## config.mk

```make
export PLATFORM = sky130hd
export DESIGN_NAME = gtc_timer
export DESIGN_NICKNAME = d
export VERILOG_FILES = /design/src/rtl/gtc_pkg.sv /design/src/rtl/gtc_cnt_if.sv /design/src/rtl/gtc_prescale.sv /design/src/rtl/gtc_edge.sv /design/src/rtl/gtc_timer.sv
export SDC_FILE = /design/constraint.sdc
export NUM_CORES = 1
export LEC_CHECK = 0
export ABC_AREA = 1
export BUFFER_PORTS_ARGS = -buffer_cell sky130_fd_sc_hd__buf_2
export CAP_MARGIN = 20
export CORE_ASPECT_RATIO = 1.25
export CORE_MARGIN = 2
export CORE_UTILIZATION = 30
export CTS_CLUSTER_DIAMETER = 50
export CTS_CLUSTER_SIZE = 25
export DETAILED_ROUTE_END_ITERATION = 10
export GPL_TIMING_DRIVEN = 0
export PLACE_DENSITY = 0.54
export SYNTH_ARGS = -nofsm -noshare
export SYNTH_HDL_FRONTEND = slang
export SYNTH_SLANG_ARGS = --single-unit
```

## constraint.sdc

```tcl
create_clock -name mclk -period 1.5 [get_ports mclk]
set_input_delay 0.15 -clock mclk [delete_from_list [all_inputs] [get_ports mclk]]
set_output_delay 0.15 -clock mclk [all_outputs]
set_load 0.01 [all_outputs]
```

## src/rtl/gtc_pkg.sv

```systemverilog
// Constants shared by the gated 16-bit timer/counter modules
package gtc_pkg;
  // ----------------------------------------------------------------
  // Register map (byte addresses, one 32-bit word each)
  // ----------------------------------------------------------------
  localparam int ADDR_W = 5;
  localparam logic [4:0] OFS_CNT_LO = 5'h00;
  localparam logic [4:0] OFS_CNT_HI = 5'h04;
  localparam logic [4:0] OFS_CTRL = 5'h08;
  localparam logic [4:0] OFS_CMP_CTRL = 5'h0C;
  localparam logic [4:0] OFS_FLAG = 5'h10;
  localparam logic [4:0] OFS_ENABLE = 5'h14;
  localparam logic [4:0] OFS_IRQ_CTRL = 5'h18;
  localparam logic [4:0] OFS_PORT = 5'h1C;
  // ----------------------------------------------------------------
  // Control register fields
  // ----------------------------------------------------------------
  localparam int CTRL_ON = 0;
  localparam int CTRL_CS = 1;
  localparam int CTRL_SYNC = 2;
  localparam int CTRL_OSC = 3;
  localparam int CTRL_PS_LO = 4;
  localparam int CTRL_PS_HI = 5;
  localparam int CTRL_GE = 6;
  localparam int CTRL_GPOL = 7;
  localparam int CMP_GSS = 1;
  localparam int FLAG_OVF = 0;
  localparam int IRQ_PERIPHERAL_IRQ_ENABLE = 6;
  localparam int IRQ_GIE = 7;
  localparam int PORT_DIR_LO = 2;
  // ----------------------------------------------------------------
  // Reset values and timing
  // ----------------------------------------------------------------
  localparam logic [7:0] CTRL_RST = 8'h00;
  localparam logic [1:0] CMP_CTRL_RST = 2'h0;
  localparam logic [15:0] CNT_MAX = 16'hFFFF;
  localparam int FOSC_DIV = 4;
  localparam logic [1:0] FOSC_LAST = 2'(FOSC_DIV - 1);
  localparam logic [1:0] PORT_READ_OSC = 2'h0;
  localparam logic [1:0] DIR_READ_OSC = 2'h3;
endpackage : gtc_pkg

```

## src/rtl/gtc_cnt_if.sv

```systemverilog
// Count path signals between the timer core and its helper modules
`timescale 1ns/1ps
`default_nettype none
interface gtc_cnt_if;
  logic src_tick;
  logic pre_clear;
  logic [1:0] ratio;
  logic pre_tick;
  logic pin;
  logic resync;
  logic on;
  logic arm_clear;
  logic rise;
  modport pre (input src_tick, input pre_clear, input ratio, output pre_tick);
  modport det (input pin, input resync, input on, input arm_clear, output rise);
  modport core (output src_tick, output pre_clear, output ratio, output pin,
                output resync, output on, output arm_clear, input pre_tick, input rise);
endinterface : gtc_cnt_if
`default_nettype wire

```

## src/rtl/gtc_prescale.sv

```systemverilog
// Prescale counter dividing count ticks by 1, 2, 4 or 8
`timescale 1ns/1ps
`default_nettype none
module gtc_prescale (
  // Clock and reset
  input wire logic mclk,
  input wire logic resetn,
  // Count path
  gtc_cnt_if.pre cif
);
  import gtc_pkg::*;

  typedef struct packed {
    logic [2:0] cnt;
  } gtc_pre_s;

  gtc_pre_s s_r;
  gtc_pre_s s_nxt;
  logic [2:0] mask;

  // Ratio code n selects a divide by two to the n
  assign mask = 3'((4'h1 << cif.ratio) - 4'h1);
  assign cif.pre_tick = cif.src_tick & ((s_r.cnt & mask) == mask);

  // Counter is hidden from software; a count write clears it
  always_comb
  begin
    s_nxt = s_r;
    if (cif.pre_clear)
      s_nxt.cnt = 3'h0;
    else if (cif.src_tick)
      s_nxt.cnt = s_r.cnt + 3'h1;
  end

  always_ff @(posedge mclk or negedge resetn)
  begin
    if (!resetn)
      s_r <= '0;
    else
      s_r <= s_nxt;
  end
endmodule : gtc_prescale
`default_nettype wire

```

## src/rtl/gtc_edge.sv

```systemverilog
// Count input edge detector with falling edge arming
`timescale 1ns/1ps
`default_nettype none
module gtc_edge (
  // Clock and reset
  input wire logic mclk,
  input wire logic resetn,
  // Count path
  gtc_cnt_if.det cif
);
  import gtc_pkg::*;

  typedef struct packed {
    logic s1;
    logic s2;
    logic prev;
    logic armed;
    logic hi_off;
    logic on_d;
  } gtc_edge_s;

  gtc_edge_s s_r;
  gtc_edge_s s_nxt;
  logic smp;
  logic fall;

  // Unsynchronised mode bypasses the two-stage path
  assign smp = cif.resync ? s_r.s2 : cif.pin;
  assign fall = cif.on & s_r.prev & ~smp;
  assign cif.rise = cif.on & s_r.armed & smp & ~s_r.prev;

  // A rising edge counts only once a falling edge re-armed the detector
  always_comb
  begin
    s_nxt = s_r;
    s_nxt.s1 = cif.pin;
    s_nxt.s2 = s_r.s1;
    s_nxt.prev = smp;
    s_nxt.on_d = cif.on;
    if (!cif.on && s_r.on_d)
      s_nxt.hi_off = smp;
    if (cif.arm_clear || (cif.on && !s_r.on_d && !smp && s_r.hi_off))
      s_nxt.armed = 1'b0;
    if (fall)
      s_nxt.armed = 1'b1;
  end

  always_ff @(posedge mclk or negedge resetn)
  begin
    if (!resetn)
      s_r <= '0;
    else
      s_r <= s_nxt;
  end
endmodule : gtc_edge
`default_nettype wire

```

## src/rtl/gtc_timer.sv

```systemverilog
// Gated 16-bit timer/counter with Avalon-MM register access
`timescale 1ns/1ps
`default_nettype none
// Functional notes
// 16-bit counter, byte writes load directly
// Source select 0 internal/4, 1 external
// External rising edges, synchronised or asynchronous
// Falling edge needed before first count
// Prescaler divides by 1, 2, 4, 8
// Prescale code 00,01,10,11 maps 1,2,4,8
// Prescaler hidden, cleared by count write
// Oscillator enable starts crystal, runs asleep
// Oscillator on: port reads 0, direction 1
// Software waits oscillator start-up before enabling
// Async mode counts asleep, overflow wakes
// Count byte reads always valid
// Software stops timer before async writes
// Gate from pin or comparator, needs enable
// Gate source bit in comparator control
// Gated counting only while timer on
// Polarity bit inverts either gate source
// Polarity 1 counts high, 0 low
// Rollover FFFF to 0000 sets overflow flag
// Interrupt needs three enables; flag sticky
// Software clears count and flag first
// Sleep counts only async; overflow wakes
// Count feeds capture and compare unit
// Special event clears count, no flag
// Count write beats special event clear
// Software uses sync mode with trigger
// Software syncs comparator gate output
// Timer off holds count unchanged
module gtc_timer (
  // Clock and reset
  input wire logic mclk,
  input wire logic resetn,
  // Avalon-MM slave
  input wire logic [gtc_pkg::ADDR_W-1:0] avs_address,
  input wire logic avs_read,
  input wire logic avs_write,
  input wire logic [31:0] avs_writedata,
  input wire logic [3:0] avs_byteenable,
  output logic [31:0] avs_readdata,
  output logic avs_waitrequest,
  // Count and gate pins
  input wire logic count_input_pin,
  input wire logic osc_input_pin,
  input wire logic gate_pin,
  input wire logic second_comparator_out,
  // Shared port view
  input wire logic [1:0] port_bits_in,
  input wire logic [1:0] port_dir_in,
  // System state
  input wire logic sleep,
  // Capture/compare unit
  input wire logic capture_event,
  input wire logic [15:0] capture_compare_pair,
  input wire logic special_event,
  output logic [15:0] count_value,
  output logic [15:0] capture_value,
  output logic compare_match,
  // Processor side
  output logic irq,
  output logic wake,
  output logic osc_run
);
  import gtc_pkg::*;

  // ------------------------------------------------------------------
  // State
  // ------------------------------------------------------------------
  typedef struct packed {
    logic [15:0] count;
    logic [7:0] ctrl;
    logic [1:0] cmp_ctrl;
    logic flag;
    logic ie;
    logic peripheral_irq_enable;
    logic global_irq_enable;
    logic [1:0] fdiv;
    logic waitreq;
    logic [31:0] rdata;
    logic irq;
    logic wake;
    logic [15:0] cap;
    logic match;
  } gtc_state_s;

  gtc_state_s s_r;
  gtc_state_s s_nxt;
  gtc_cnt_if cif ();

  logic done;
  logic wr_go;
  logic wr_lo;
  logic wr_hi;
  logic cnt_wr;
  logic timer_on;
  logic ext_src;
  logic async_mode;
  logic gate_raw;
  logic gate_act;
  logic run_ok;
  logic fosc_tick;
  logic inc;
  logic ovf;

  // ------------------------------------------------------------------
  // Bus decode
  // ------------------------------------------------------------------
  // The access completes at the edge where waitrequest is low
  assign done = (avs_read | avs_write) & ~s_r.waitreq;
  assign wr_go = avs_write & done & avs_byteenable[0];
  assign wr_lo = wr_go & (avs_address == OFS_CNT_LO);
  assign wr_hi = wr_go & (avs_address == OFS_CNT_HI);
  assign cnt_wr = wr_lo | wr_hi;

  // ------------------------------------------------------------------
  // Count enable path
  // ------------------------------------------------------------------
  assign timer_on = s_r.ctrl[CTRL_ON];
  assign ext_src = s_r.ctrl[CTRL_CS];
  assign async_mode = ext_src & s_r.ctrl[CTRL_SYNC];
  // Gate source and polarity; polarity applies after the source mux
  assign gate_raw = s_r.cmp_ctrl[CMP_GSS] ? second_comparator_out : gate_pin;
  assign gate_act = s_r.ctrl[CTRL_GPOL] ? gate_raw : ~gate_raw;
  // Gate enable matters only while the timer runs
  assign run_ok = timer_on & (~s_r.ctrl[CTRL_GE] | gate_act) & (~sleep | async_mode);
  // Instruction clock stops in sleep, so only async counting survives
  assign fosc_tick = (s_r.fdiv == FOSC_LAST) & ~sleep;
  assign inc = cif.pre_tick;
  assign ovf = inc & (s_r.count == CNT_MAX);

  // Helper connections; the crystal replaces the pin when enabled
  assign cif.pin = s_r.ctrl[CTRL_OSC] ? osc_input_pin : count_input_pin;
  assign cif.resync = ~s_r.ctrl[CTRL_SYNC];
  assign cif.on = timer_on & ext_src;
  assign cif.arm_clear = cnt_wr;
  assign cif.src_tick = run_ok & (ext_src ? cif.rise : fosc_tick);
  assign cif.pre_clear = cnt_wr;
  assign cif.ratio = s_r.ctrl[CTRL_PS_HI:CTRL_PS_LO];

  gtc_edge u_edge (
    .mclk(mclk),
    .resetn(resetn),
    .cif(cif.det)
  );

  gtc_prescale u_pre (
    .mclk(mclk),
    .resetn(resetn),
    .cif(cif.pre)
  );

  // ------------------------------------------------------------------
  // Next state
  // ------------------------------------------------------------------
  always_comb
  begin
    s_nxt = s_r;
    s_nxt.fdiv = s_r.fdiv + 2'h1;
    // Two-edge handshake: raise ack, then drop it after completion
    s_nxt.waitreq = 1'b1;
    if ((avs_read || avs_write) && s_r.waitreq)
    begin
      s_nxt.waitreq = 1'b0;
      s_nxt.rdata = '0;
      case (avs_address)
        OFS_CNT_LO: s_nxt.rdata[7:0] = s_r.count[7:0];
        OFS_CNT_HI: s_nxt.rdata[7:0] = s_r.count[15:8];
        OFS_CTRL: s_nxt.rdata[7:0] = s_r.ctrl;
        OFS_CMP_CTRL: s_nxt.rdata[1:0] = s_r.cmp_ctrl;
        OFS_FLAG: s_nxt.rdata[FLAG_OVF] = s_r.flag;
        OFS_ENABLE: s_nxt.rdata[0] = s_r.ie;
        OFS_IRQ_CTRL:
        begin
          s_nxt.rdata[IRQ_PERIPHERAL_IRQ_ENABLE] = s_r.peripheral_irq_enable;
          s_nxt.rdata[IRQ_GIE] = s_r.global_irq_enable;
        end
        OFS_PORT:
        begin
          // Crystal pins are hidden from the port while the oscillator runs
          if (s_r.ctrl[CTRL_OSC])
          begin
            s_nxt.rdata[1:0] = PORT_READ_OSC;
            s_nxt.rdata[PORT_DIR_LO+1:PORT_DIR_LO] = DIR_READ_OSC;
          end
          else
          begin
            s_nxt.rdata[1:0] = port_bits_in;
            s_nxt.rdata[PORT_DIR_LO+1:PORT_DIR_LO] = port_dir_in;
          end
        end
        default: s_nxt.rdata = '0;
      endcase
    end
    // Configuration writes
    if (wr_go)
    begin
      case (avs_address)
        OFS_CTRL: s_nxt.ctrl = avs_writedata[7:0];
        OFS_CMP_CTRL: s_nxt.cmp_ctrl = avs_writedata[1:0];
        OFS_FLAG: s_nxt.flag = avs_writedata[FLAG_OVF];
        OFS_ENABLE: s_nxt.ie = avs_writedata[0];
        OFS_IRQ_CTRL:
        begin
          s_nxt.peripheral_irq_enable = avs_writedata[IRQ_PERIPHERAL_IRQ_ENABLE];
          s_nxt.global_irq_enable = avs_writedata[IRQ_GIE];
        end
        default: s_nxt.ctrl = s_r.ctrl;
      endcase
    end
    // Count: a byte write beats the trigger clear, which beats counting
    if (cnt_wr)
    begin
      if (wr_lo)
        s_nxt.count[7:0] = avs_writedata[7:0];
      if (wr_hi)
        s_nxt.count[15:8] = avs_writedata[7:0];
    end
    else if (special_event)
      s_nxt.count = '0;
    else if (inc)
      s_nxt.count = s_r.count + 16'h0001;
    // Overflow sets the sticky flag; a set in the clearing cycle wins
    if (ovf && !cnt_wr && !special_event)
      s_nxt.flag = 1'b1;
    s_nxt.irq = s_r.flag & s_r.ie & s_r.peripheral_irq_enable & s_r.global_irq_enable;
    s_nxt.wake = s_r.flag & s_r.ie & s_r.peripheral_irq_enable & timer_on & sleep;
    // Time base for the capture/compare unit
    if (capture_event)
      s_nxt.cap = s_r.count;
    s_nxt.match = (s_r.count == capture_compare_pair);
  end

  // ------------------------------------------------------------------
  // State register
  // ------------------------------------------------------------------
  always_ff @(posedge mclk or negedge resetn)
  begin
    if (!resetn)
    begin
      s_r <= '0;
      s_r.ctrl <= CTRL_RST;
      s_r.cmp_ctrl <= CMP_CTRL_RST;
      s_r.waitreq <= 1'b1;
    end
    else
      s_r <= s_nxt;
  end

  // Outputs straight from the state register
  assign avs_readdata = s_r.rdata;
  assign avs_waitrequest = s_r.waitreq;
  assign count_value = s_r.count;
  assign capture_value = s_r.cap;
  assign compare_match = s_r.match;
  assign irq = s_r.irq;
  assign wake = s_r.wake;
  assign osc_run = s_r.ctrl[CTRL_OSC];
endmodule : gtc_timer
`default_nettype wire

```

==> impl_metrics.csv, run 1 <==
group,metric,value,unit
finish,multi_input_area,2080,um2
power_and_ir_drop,irDropWorstVdd,0.411,mV
sta,final_hold_viol_count,0,
finish,fin_nets,783,
sta,worst_slew_pin_slew,0.906,ns
setup_path,slowest_delay,0.43,ns
synth,yosys_warnings,0,
setup_path,rr_worst_depth,9,
drt,wl_per_cell,15.2,um
drt,viasPerCell,4.58,
placed_design,hpwl,9880,um
synth,synth.largest_area_cell,"dfrtp_1",
clocking,cts_buffers,9,
clocking,clk_pin_slew,0.06,ns
placed_design,place_area,5050,um2
clocking,clk_root_buffer_cell,"clkbuf_16",
synth,synthDistinctLibCells,36,
setup_path,r2r-end,"count_value[6]",
drt,dr.first_iter.drc_count,261,
floorplan,ios,141,
synth,synthTopCellsByArea,"dfrtp_1 40%, buf_4 11%, nand2_1 11%",
setup_path,crit_fanout,7,
sta,clock-skew-final,0.00635,ns
synth,synthArstFlopShare,100,%
sta,slew_headroom,39.6,%
setup_path,cp-end-kind,"flop",
synth,postSynthCellCount,549,
synth,synth-edff-count,0,
placed_design,post-place-ws,-0.300,ns
sta,slew_violations,0,
power_and_ir_drop,clock_power_share,45.2,%
synth,yosysSeqAreaShare,40.2,%
status,status,"finished, violations left",
sta,min_period,1.55,ns
setup_path,critPathTopFamily,"simple AND/OR/NAND/NOR gates",
grt,grt_pass1_vias,4032,
placed_design,port_buffers,89,
synth,synth_top_cell_area_share,39.6,%
power_and_ir_drop,p_comb_share,16.6,%
power_and_ir_drop,seq_power_share,38.3,%
worst_hold_path,hold_path_end,"wake",
synth,yosys_most_used_dff,"dfrtp_1",
grt,antenna_found_initial,0,
floorplan,dieArea,15300,um2
setup_path,crit_chain,"or2_1, nand3_2, nand2_4, nand4_4, nand2_4, nand2_8, buf_12, nand3_2, nand2_2",
power_and_ir_drop,p_leak,0.00307,uW
power_and_ir_drop,finalPower,5520,uW
finish,layout_common_cells,"118 x nand2_1, 101 x buf_4, 90 x buf_2, 59 x dfrtp_1, 44 x inv_1",
clocking,cts_tree,"yes",
drt,drtAntennaViolNets,0,
setup_path,reg2reg_slack,-0.05,ns
clocking,clkSinkCount,69,
flow_run,maxCapViolations,0,
floorplan,die_w,111,um
setup_path,r2r_start,"s_r[62]",
finish,fin_area,5890,um2
floorplan,die_y,138,um
setup_path,crit_path_top_delay_cell,"dfrtp_1",
worst_hold_path,worstHoldStart,"sleep",
power_and_ir_drop,p_sw_share,25.9,%
sta,timing.hold.ws,0.0695,ns
finish,final_common_cell,"nand2_1",
worst_hold_path,min_path_type,"in2reg",
floorplan,start_util,30.8,%
synth,synth_area_per_cell,7.83,um2
power_and_ir_drop,p_sw,1430,uW
sta,fmax,646,MHz
finish,final_util,42.3,%
grt,grt_usage,17.4,%
status,violations,"setup timing",
sta,worst_slack,-0.0470,ns
setup_path,setup.worst_path.start_class,"flop",
drt,vias,4068,
finish,nFillCells,1417,
power_and_ir_drop,p_per_area,936,nW/um2
sta,setup_violations,16,
grt,grt_first_pass_wirelength,20900,um
synth,ys_ff_latch,69,
floorplan,num_rows,48,
power_and_ir_drop,intPower,4090,uW
drt,totalWireLength,13500,um
finish,antenna-diode-count,0,
synth,synth_area,4300,um2
finish,drive_gt1_share,40.4,%
setup_path,required,1.77,ns
floorplan,design.core.area,13900,um2
sta,period_share,103,%
grt,grt-ovfl-total,0,
drt,first_pass_iters,5,
clocking,htreeDepth,3,
clocking,clockBufferDepth,2,
setup_path,crit_arrival,1.82,ns
placed_design,gp_congestion,0.869,
grt,grt_max_degree,70,
clocking,clk_latency,0.33,ns
finish,area_growth,37.1,%
drt,drc_errors,0,
worst_hold_path,hold_depth,3,
setup_path,critPathKind,"reg2reg",
sta,rsz0062_at_grt,"yes",
finish,seqCellArea,1740,um2
setup_path,path_buf_inv,1,
-- logic make-up (layout without fill, tap and decap cells) --
logic type	after synthesis	after routing	synth area share, %
AOI/OAI and AO/OA	81	81	9.84
xor gates and xnor gates	15	15	3.06
adders and majority gates	3	3	0.873
buffers and inverters	128	269	17.1
DFF	69	69	40.2
other	1	24	0.0873
and+or+nand+nor	252	252	28.8
-- stage by stage --
step                std cells  TNS, ns
floorplan                 572        0
global placement          836    -8.22
detailed placement        836    -2.69
CTS                       875  -0.0428
global route              888    -1.95
finish                    888   -0.496
-- worst register-to-register path, stage by stage, from the launching register on --
cell     delay, ns
dfrtp_1       0.43
or2_1         0.26
nand3_2       0.11
nand2_4       0.07
nand4_4       0.11
nand2_4       0.07
nand2_8       0.15
buf_12        0.14
nand3_2       0.06
nand2_2       0.09
-- metal layers --
| metal | track usage, % | wire, um | share of wire (%) | up-vias |
|---|---|---|---|---|
| met4 | 6.58 | 293 | 2.2 | 0 |
| met3 | 2.73 | 627 | 4.6 | 18 |
| met5 | 0 | 0 | 0 | - |
| met2 | 30.7 | 6710 | 50 | 121 |
| met1 | 21.7 | 5860 | 43 | 1919 |
| li1 | - | - | - | 2010 |
-- state kept, by name, summed over array words and instances, names as in the netlist, 2 cells and up --
register,count
u_pre.s_r,3
count_value,16
cif.ratio,2
avs_readdata,8
capture_value,16
u_edge.s_r,5
s_r,12
-- layout make-up --
cell class	instances	area share, %
Timing Repair Buffer	128	13.0
Multi-Input combinational cell	375	35.3
Inverter	54	3.48
Buffer	71	9.11
Clock inverter	6	1.87
Tap cell	175	3.71
Sequential cell	69	29.5
Clock buffer	10	4.05
-- power groups by stage --
| stage | logic, uW | registers, uW | clock network (uW) |
|---|---|---|---|
| 5_1_grt | 1020 | 2120 | 2620 |
| 6_report | 914 | 2110 | 2490 |
| 4_1_cts | 873 | 2110 | 2530 |
| 3_3_place_gp | 739 | 2160 | 0 |
| 2_1_floorplan | 493 | 2120 | 0 |
| 3_5_place_dp | 757 | 2160 | 0 |
-- cells in the mapped netlist, types with 2 or more instances --
master    number
inv_2          7
clkbuf_1       7
nand3_2       14
nor2_1        39
o21ai_0       31
a21oi_1       27
dfrtp_1       68
nand3_1       35
nor3_1         4
inv_1         46
xor2_1         5
buf_4         65
o22ai_1        8
nor2_2         4
nand2_2        5
ha_1           3
o21ai_1       12
o31ai_1        2
nor2_4         3
or2_2          4
nand4_2        3
nand2_4        4
xnor2_1       10
nand4_1        6
nand2_1      126
-- worst max path at each step --
stage,start,depth (start not counted),slack [ns],end
2_1_floorplan,count_value[0],10,0.05,count_value[14]
3_3_place_gp,count_value[0],10,-0.31,count_value[12]
6_report,s_r[62],9,-0.05,count_value[6]
5_1_grt,s_r[62],9,-0.14,count_value[6]
3_5_place_dp,count_value[0],10,-0.30,count_value[12]
4_1_cts,s_r[62],9,-0.02,count_value[6]
-- timing repair --
item | in CTS | in global routing
cloned | 1 | 0
endpoints found under the hold margin | 65 | 0
pin swaps | 6 | 11
hold buffers | 1 | 0
setup endpoints to repair | 18 | 28
buffers inserted | 24 | 13
resized for setup | 30 | 24
Power figures use the tool's default switching activity.
==> run 2, diff against run 1 <==
- CORE_UTILIZATION: 30 -> 46
- PLACE_DENSITY: 0.54 -> 0.77
==> run 2 against run 1 <==
  * The run still ends with setup timing left
  * Clock power shrank 11%
  * Critical path depth grew 2
  * Flip-flop and latch count is the same
  * Utilization grew 22 points
  * Critical endpoint is now count_value[12]
  * Largest cell class unchanged
==> impl_metrics.csv, run 2 (synthesis results as in run 1) <==
group,metric,value,unit
drt,wl_per_cell,15.2,um
power_and_ir_drop,p_comb_share,17.9,%
setup_path,setup.worst_path.start_class,"flop",
power_and_ir_drop,p_sw_share,26.9,%
setup_path,slowest_delay,0.43,ns
finish,antenna-diode-count,0,
floorplan,die_w,90.5,um
sta,fmax,652,MHz
floorplan,start_util,47.1,%
placed_design,dp.cells,784,
setup_path,required,1.77,ns
power_and_ir_drop,p_per_area,895,nW/um2
sta,worst_slack,-0.0339,ns
finish,area_growth,37.6,%
setup_path,critPathTopFamily,"simple AND/OR/NAND/NOR gates",
power_and_ir_drop,intPower,3870,uW
flow_run,maxCapViolations,0,
power_and_ir_drop,seq_power_share,40.1,%
finish,final_util,64.8,%
finish,layout_common_cells,"118 x nand2_1, 104 x buf_4, 88 x buf_2, 58 x dfrtp_1, 46 x inv_1",
sta,clock-skew-final,0.00619,ns
drt,drc_errors,0,
power_and_ir_drop,p_leak,0.00312,uW
setup_path,crit_fanout,4,
sta,slew_headroom,41.1,%
drt,drtAntennaViolNets,0,
clocking,cts_buffers,9,
sta,final_hold_viol_count,0,
drt,dr.first_iter.drc_count,254,
grt,antenna_found_initial,0,
clocking,clkSinkCount,69,
status,violations,"setup timing",
grt,grt_pass1_vias,3970,
clocking,htreeDepth,3,
power_and_ir_drop,irDropWorstVdd,0.590,mV
drt,first_pass_iters,4,
clocking,clk_root_buffer_cell,"clkbuf_16",
grt,grt_usage,24.9,%
placed_design,hpwl,9000,um
placed_design,port_buffers,89,
setup_path,crit_arrival,1.81,ns
sta,timing.hold.ws,0.0497,ns
finish,fin_nets,790,
floorplan,dieArea,10100,um2
floorplan,die_y,112,um
clocking,clk_latency,0.34,ns
placed_design,post-place-ws,-0.289,ns
sta,rsz0062_at_grt,"yes",
clocking,clk_pin_slew,0.06,ns
sta,min_period,1.53,ns
setup_path,cp-end-kind,"flop",
sta,slew_violations,0,
grt,grt_first_pass_wirelength,19700,um
floorplan,ios,141,
drt,viasPerCell,5.00,
grt,grt-ovfl-total,0,
clocking,clockBufferDepth,2,
finish,final_common_cell,"nand2_1",
setup_path,crit_chain,"ha_4, nand2_4, inv_4, nand4_4, inv_2, nand3_2, nand2_1, nand3_1, o21ai_1, nand2_1, nand2_1",
floorplan,num_rows,39,
finish,layout.cells.non_filler,843,
setup_path,path_buf_inv,2,
drt,vias,4213,
sta,worst_slew_pin_slew,0.883,ns
grt,grt_max_degree,70,
setup_path,critPathKind,"reg2reg",
clocking,cts_tree,"yes",
drt,totalWireLength,12800,um
power_and_ir_drop,clock_power_share,42.0,%
setup_path,critPathMostFrequentCell,"nand2_1",
placed_design,gp_congestion,0.949,
sta,setup_violations,3,
floorplan,design.core.area,9130,um2
worst_hold_path,min_path_type,"in2reg",
power_and_ir_drop,p_sw,1420,uW
setup_path,crit_path_top_delay_cell,"dfrtp_2",
finish,drive_gt1_share,41.1,%
status,status,"finished, violations left",
sta,period_share,102,%
run 2: changes by cell type in the layout (fill, tap and decap cells not counted), sizes merged:
cell | before | now
clkbuf | 13 | 17
clkinvlp | 2 | 1
bufinv | 3 | 1
buf | 195 | 201
run 2: tightest hold or removal path: stages:
cell	delay, ns
buf_2	0.11
nand2_1	0.06
nor2_1	0.04
run 2: final timing paths:
kind | startpoint | to | slack [ns] | cells after the start
max | count_value[1] | count_value[12] | -0.03 | 11
min | sleep | wake | 0.05 | 3
max reg2reg | count_value[1] | count_value[12] | -0.03 | 11
min reg2reg | u_edge.s_nxt[4] | u_edge.s_r[4] | 0.36 | 0
max in group asynchronous | resetn | count_value[0] | 0.39 | 2
min in group asynchronous | resetn | s_r[53] | 0.47 | 2
run 2: cell type report:
cell class / instances / area (um2)
fillers: 761 / 3210
clock inverters: 3 / 42.5
plain buffers: 71 / 539
multi-input cells: 375 / 2120
flip-flops and latches: 69 / 1740
well taps: 123 / 154
inverters: 54 / 208
repair buffers: 135 / 838
clock buffers: 13 / 270
run 2: layer usage:
layer / share of wire (%) / vias up / GRT usage [%]
met5: 0 / - / 0
met4: 3.6 / 0 / 10.6
met3: 4.7 / 38 / 4.50
met2: 51 / 168 / 42.5
met1: 41 / 1986 / 31.3
li1: - / 2021 / -
run 2: metrics by stage:
stage | area (um2) | total power (uW) | setup TNS [ns]
finish | 5910 | 5290 | -0.0818
global route | 5910 | 5500 | -1.29
CTS | 5700 | 5250 | -0.0137
detailed placement | 4990 | 2900 | -2.20
global placement | 4980 | 2870 | -4.09
floorplan | 4380 | 2610 | 0
run 2: power by group through the flow:
stage          logic [uW]  clock network (uW)  registers [uW]
6_report              947                2220            2120
5_1_grt              1040                2320            2140
4_1_cts               885                2240            2120
3_5_place_dp          745                   0            2150
3_3_place_gp          726                   0            2150
2_1_floorplan         493                   0            2120
run 2: what timing repair did:
action / CTS / global route
cloned: 1 / 0
buffers inserted: 26 / 18
endpoints found under the setup margin: 18 / 22
gates resized for setup: 44 / 24
hold endpoints to repair: 68 / 0
hold buffers: 1 / 0
pin swaps: 17 / 16
==> run 3, diff against run 2 <==
- HOLD_SLACK_MARGIN: default -> 0.05
==> run 3 against run 2 <==
  * Highest routed layer unchanged
  * Global-route usage increased by 0.34 points
  * First-iteration DRC count up 5.5%
  * Via count decreased by 0.17%
  * The flow still finishes with violations (setup timing)
  * Die area did not move
  * Non-clock buffer count rose by 1
  * Flip-flop and latch count did not move
  * Fmax is 1.0% lower
  * Utilization up 0.41 points
  * Combinational power rose by 1%
  * Clock-buffer cell count is the same
==> impl_metrics.csv, run 3 (synthesis results as in run 1) <==
group,metric,value,unit
placed_design,hpwl,9000,um
clocking,clk_pin_slew,0.05,ns
flow_run,maxCapViolations,0,
clocking,cts_tree,"yes",
finish,final_common_cell,"nand2_1",
status,status,"finished, violations left",
grt,antenna_found_initial,0,
clocking,clk_latency,0.34,ns
placed_design,post-place-ws,-0.289,ns
grt,grt_max_degree,70,
floorplan,start_util,47.1,%
setup_path,setup.worst_path.start_class,"flop",
setup_path,crit_path_top_delay_cell,"dfrtp_2",
setup_path,cp-end-kind,"flop",
sta,slew_headroom,40.5,%
setup_path,crit_fanout,4,
setup_path,crit_path_start,"count_value[1]",
sta,setup_violations,5,
power_and_ir_drop,irDropWorstVdd,0.751,mV
worst_hold_path,hold_path_end,"u_edge.s_nxt[4]",
worst_hold_path,hold_depth,3,
clocking,clockBufferDepth,2,
setup_path,critPathMostFrequentCell,"o21ai_0",
setup_path,reg2reg_slack,-0.05,ns
sta,slew_violations,0,
drt,wl_per_cell,15.3,um
drt,viasPerCell,4.98,
grt,grt_pass1_vias,3986,
floorplan,num_rows,39,
finish,layout_common_cells,"115 x nand2_1, 103 x buf_4, 88 x buf_2, 58 x dfrtp_1, 46 x inv_1",
drt,vias,4206,
finish,drive_gt1_share,41.5,%
setup_path,crit_arrival,1.82,ns
finish,area_growth,38.4,%
power_and_ir_drop,p_per_area,891,nW/um2
setup_path,crit_chain,"ha_4, nand2_4, buf_4, o21ai_0, o21ai_0, o22ai_1, nand2_2, nand2_1",
drt,totalWireLength,12900,um
placed_design,dp.cells,784,
drt,first_pass_iters,5,
clocking,clkSinkCount,69,
floorplan,die_w,90.5,um
clocking,clk_root_buffer_cell,"clkbuf_16",
sta,rsz0062_at_grt,"yes",
finish,fin_nets,791,
placed_design,place_area,4990,um2
floorplan,design.core.area,9130,um2
placed_design,port_buffers,89,
setup_path,rr_worst_depth,8,
worst_hold_path,min_path_type,"in2reg",
status,violations,"setup timing",
setup_path,r2r_start,"count_value[1]",
finish,layout.cells.non_filler,844,
floorplan,die_y,112,um
finish,final_util,65.2,%
power_and_ir_drop,p_leak,0.00313,uW
setup_path,r2r-end,"count_value[4]",
grt,grt_first_pass_wirelength,20000,um
setup_path,required,1.77,ns
floorplan,dieArea,10100,um2
sta,fmax,645,MHz
grt,grt-ovfl-total,0,
power_and_ir_drop,finalPower,5300,uW
setup_path,slowest_delay,0.43,ns
worst_hold_path,worstHoldStart,"osc_input_pin",
setup_path,critPathKind,"reg2reg",
drt,dr.first_iter.drc_count,268,
placed_design,gp_congestion,0.949,
floorplan,ios,141,
sta,worst_slack,-0.0499,ns
clocking,htreeDepth,3,
clocking,cts_buffers,9,
finish,fin_area,5950,um2
sta,min_period,1.55,ns
sta,period_share,103,%
drt,drtAntennaViolNets,0,
drt,drc_errors,0,
sta,clock-skew-final,0.00724,ns
finish,antenna-diode-count,0,
sta,worst_slew_pin_slew,0.893,ns
sta,final_hold_viol_count,0,
grt,grt_usage,25.3,%
run 3: where the power goes:
group | leakage, uW | internal (uW) | switching (uW)
clock network | 0.000152 | 1420 | 802
registers | 0.000871 | 2000 | 120
logic | 0.00211 | 451 | 505
run 3: per-stage QoR:
stage,TNS [ns],hold WS (ns)
6_report,-0.125,0.0703
5_1_grt,-1.30,0.0895
3_3_place_gp,-4.09,0.334
3_5_place_dp,-2.20,0.318
4_1_cts,-0.0137,0.0687
2_1_floorplan,0,-0.146
run 3: area by class of cell:
cell class / instances / area [um2]
sequential: 69 / 1740
fill: 757 / 3180
buffer: 71 / 539
clock buffer: 13 / 270
timing repair buffer: 136 / 851
clock inverter: 3 / 42.5
inverter: 54 / 208
tap: 123 / 154
multi-input combinational: 375 / 2140
run 3: worst max-delay path, delay by kind of cell (launching register included):
kind | cells | cell delay (ns)
compound gates | 3 | 0.51
fa+ha+maj | 1 | 0.18
buf+inv | 1 | 0.14
flops | 1 | 0.43
simple gates | 3 | 0.23
run 3: repair_timing:
item | 4_1_cts | 5_1_grt
hold endpoints to repair | 70 | 0
endpoints found under the setup margin | 18 | 22
setup buffers | 26 | 17
pin swaps | 17 | 26
gates cloned | 1 | 0
hold buffers | 3 | 0
resized for setup | 44 | 31
run 3: worst max path at each step:
stage | end | cells after the start
final | count_value[4] | 8
after global routing | count_value[4] | 8
after CTS | count_value[6] | 11
after detailed placement | count_value[12] | 10
after global placement | count_value[12] | 10
after floorplan | count_value[14] | 10
run 3: metal layers:
metal | part of all wire [%] | GRT usage [%] | routed length (um)
met3 | 5.3 | 5.17 | 680
met4 | 3.5 | 11.0 | 458
met1 | 40 | 31.6 | 5200
met5 | 0 | 0 | 0
met2 | 51 | 42.6 | 6610
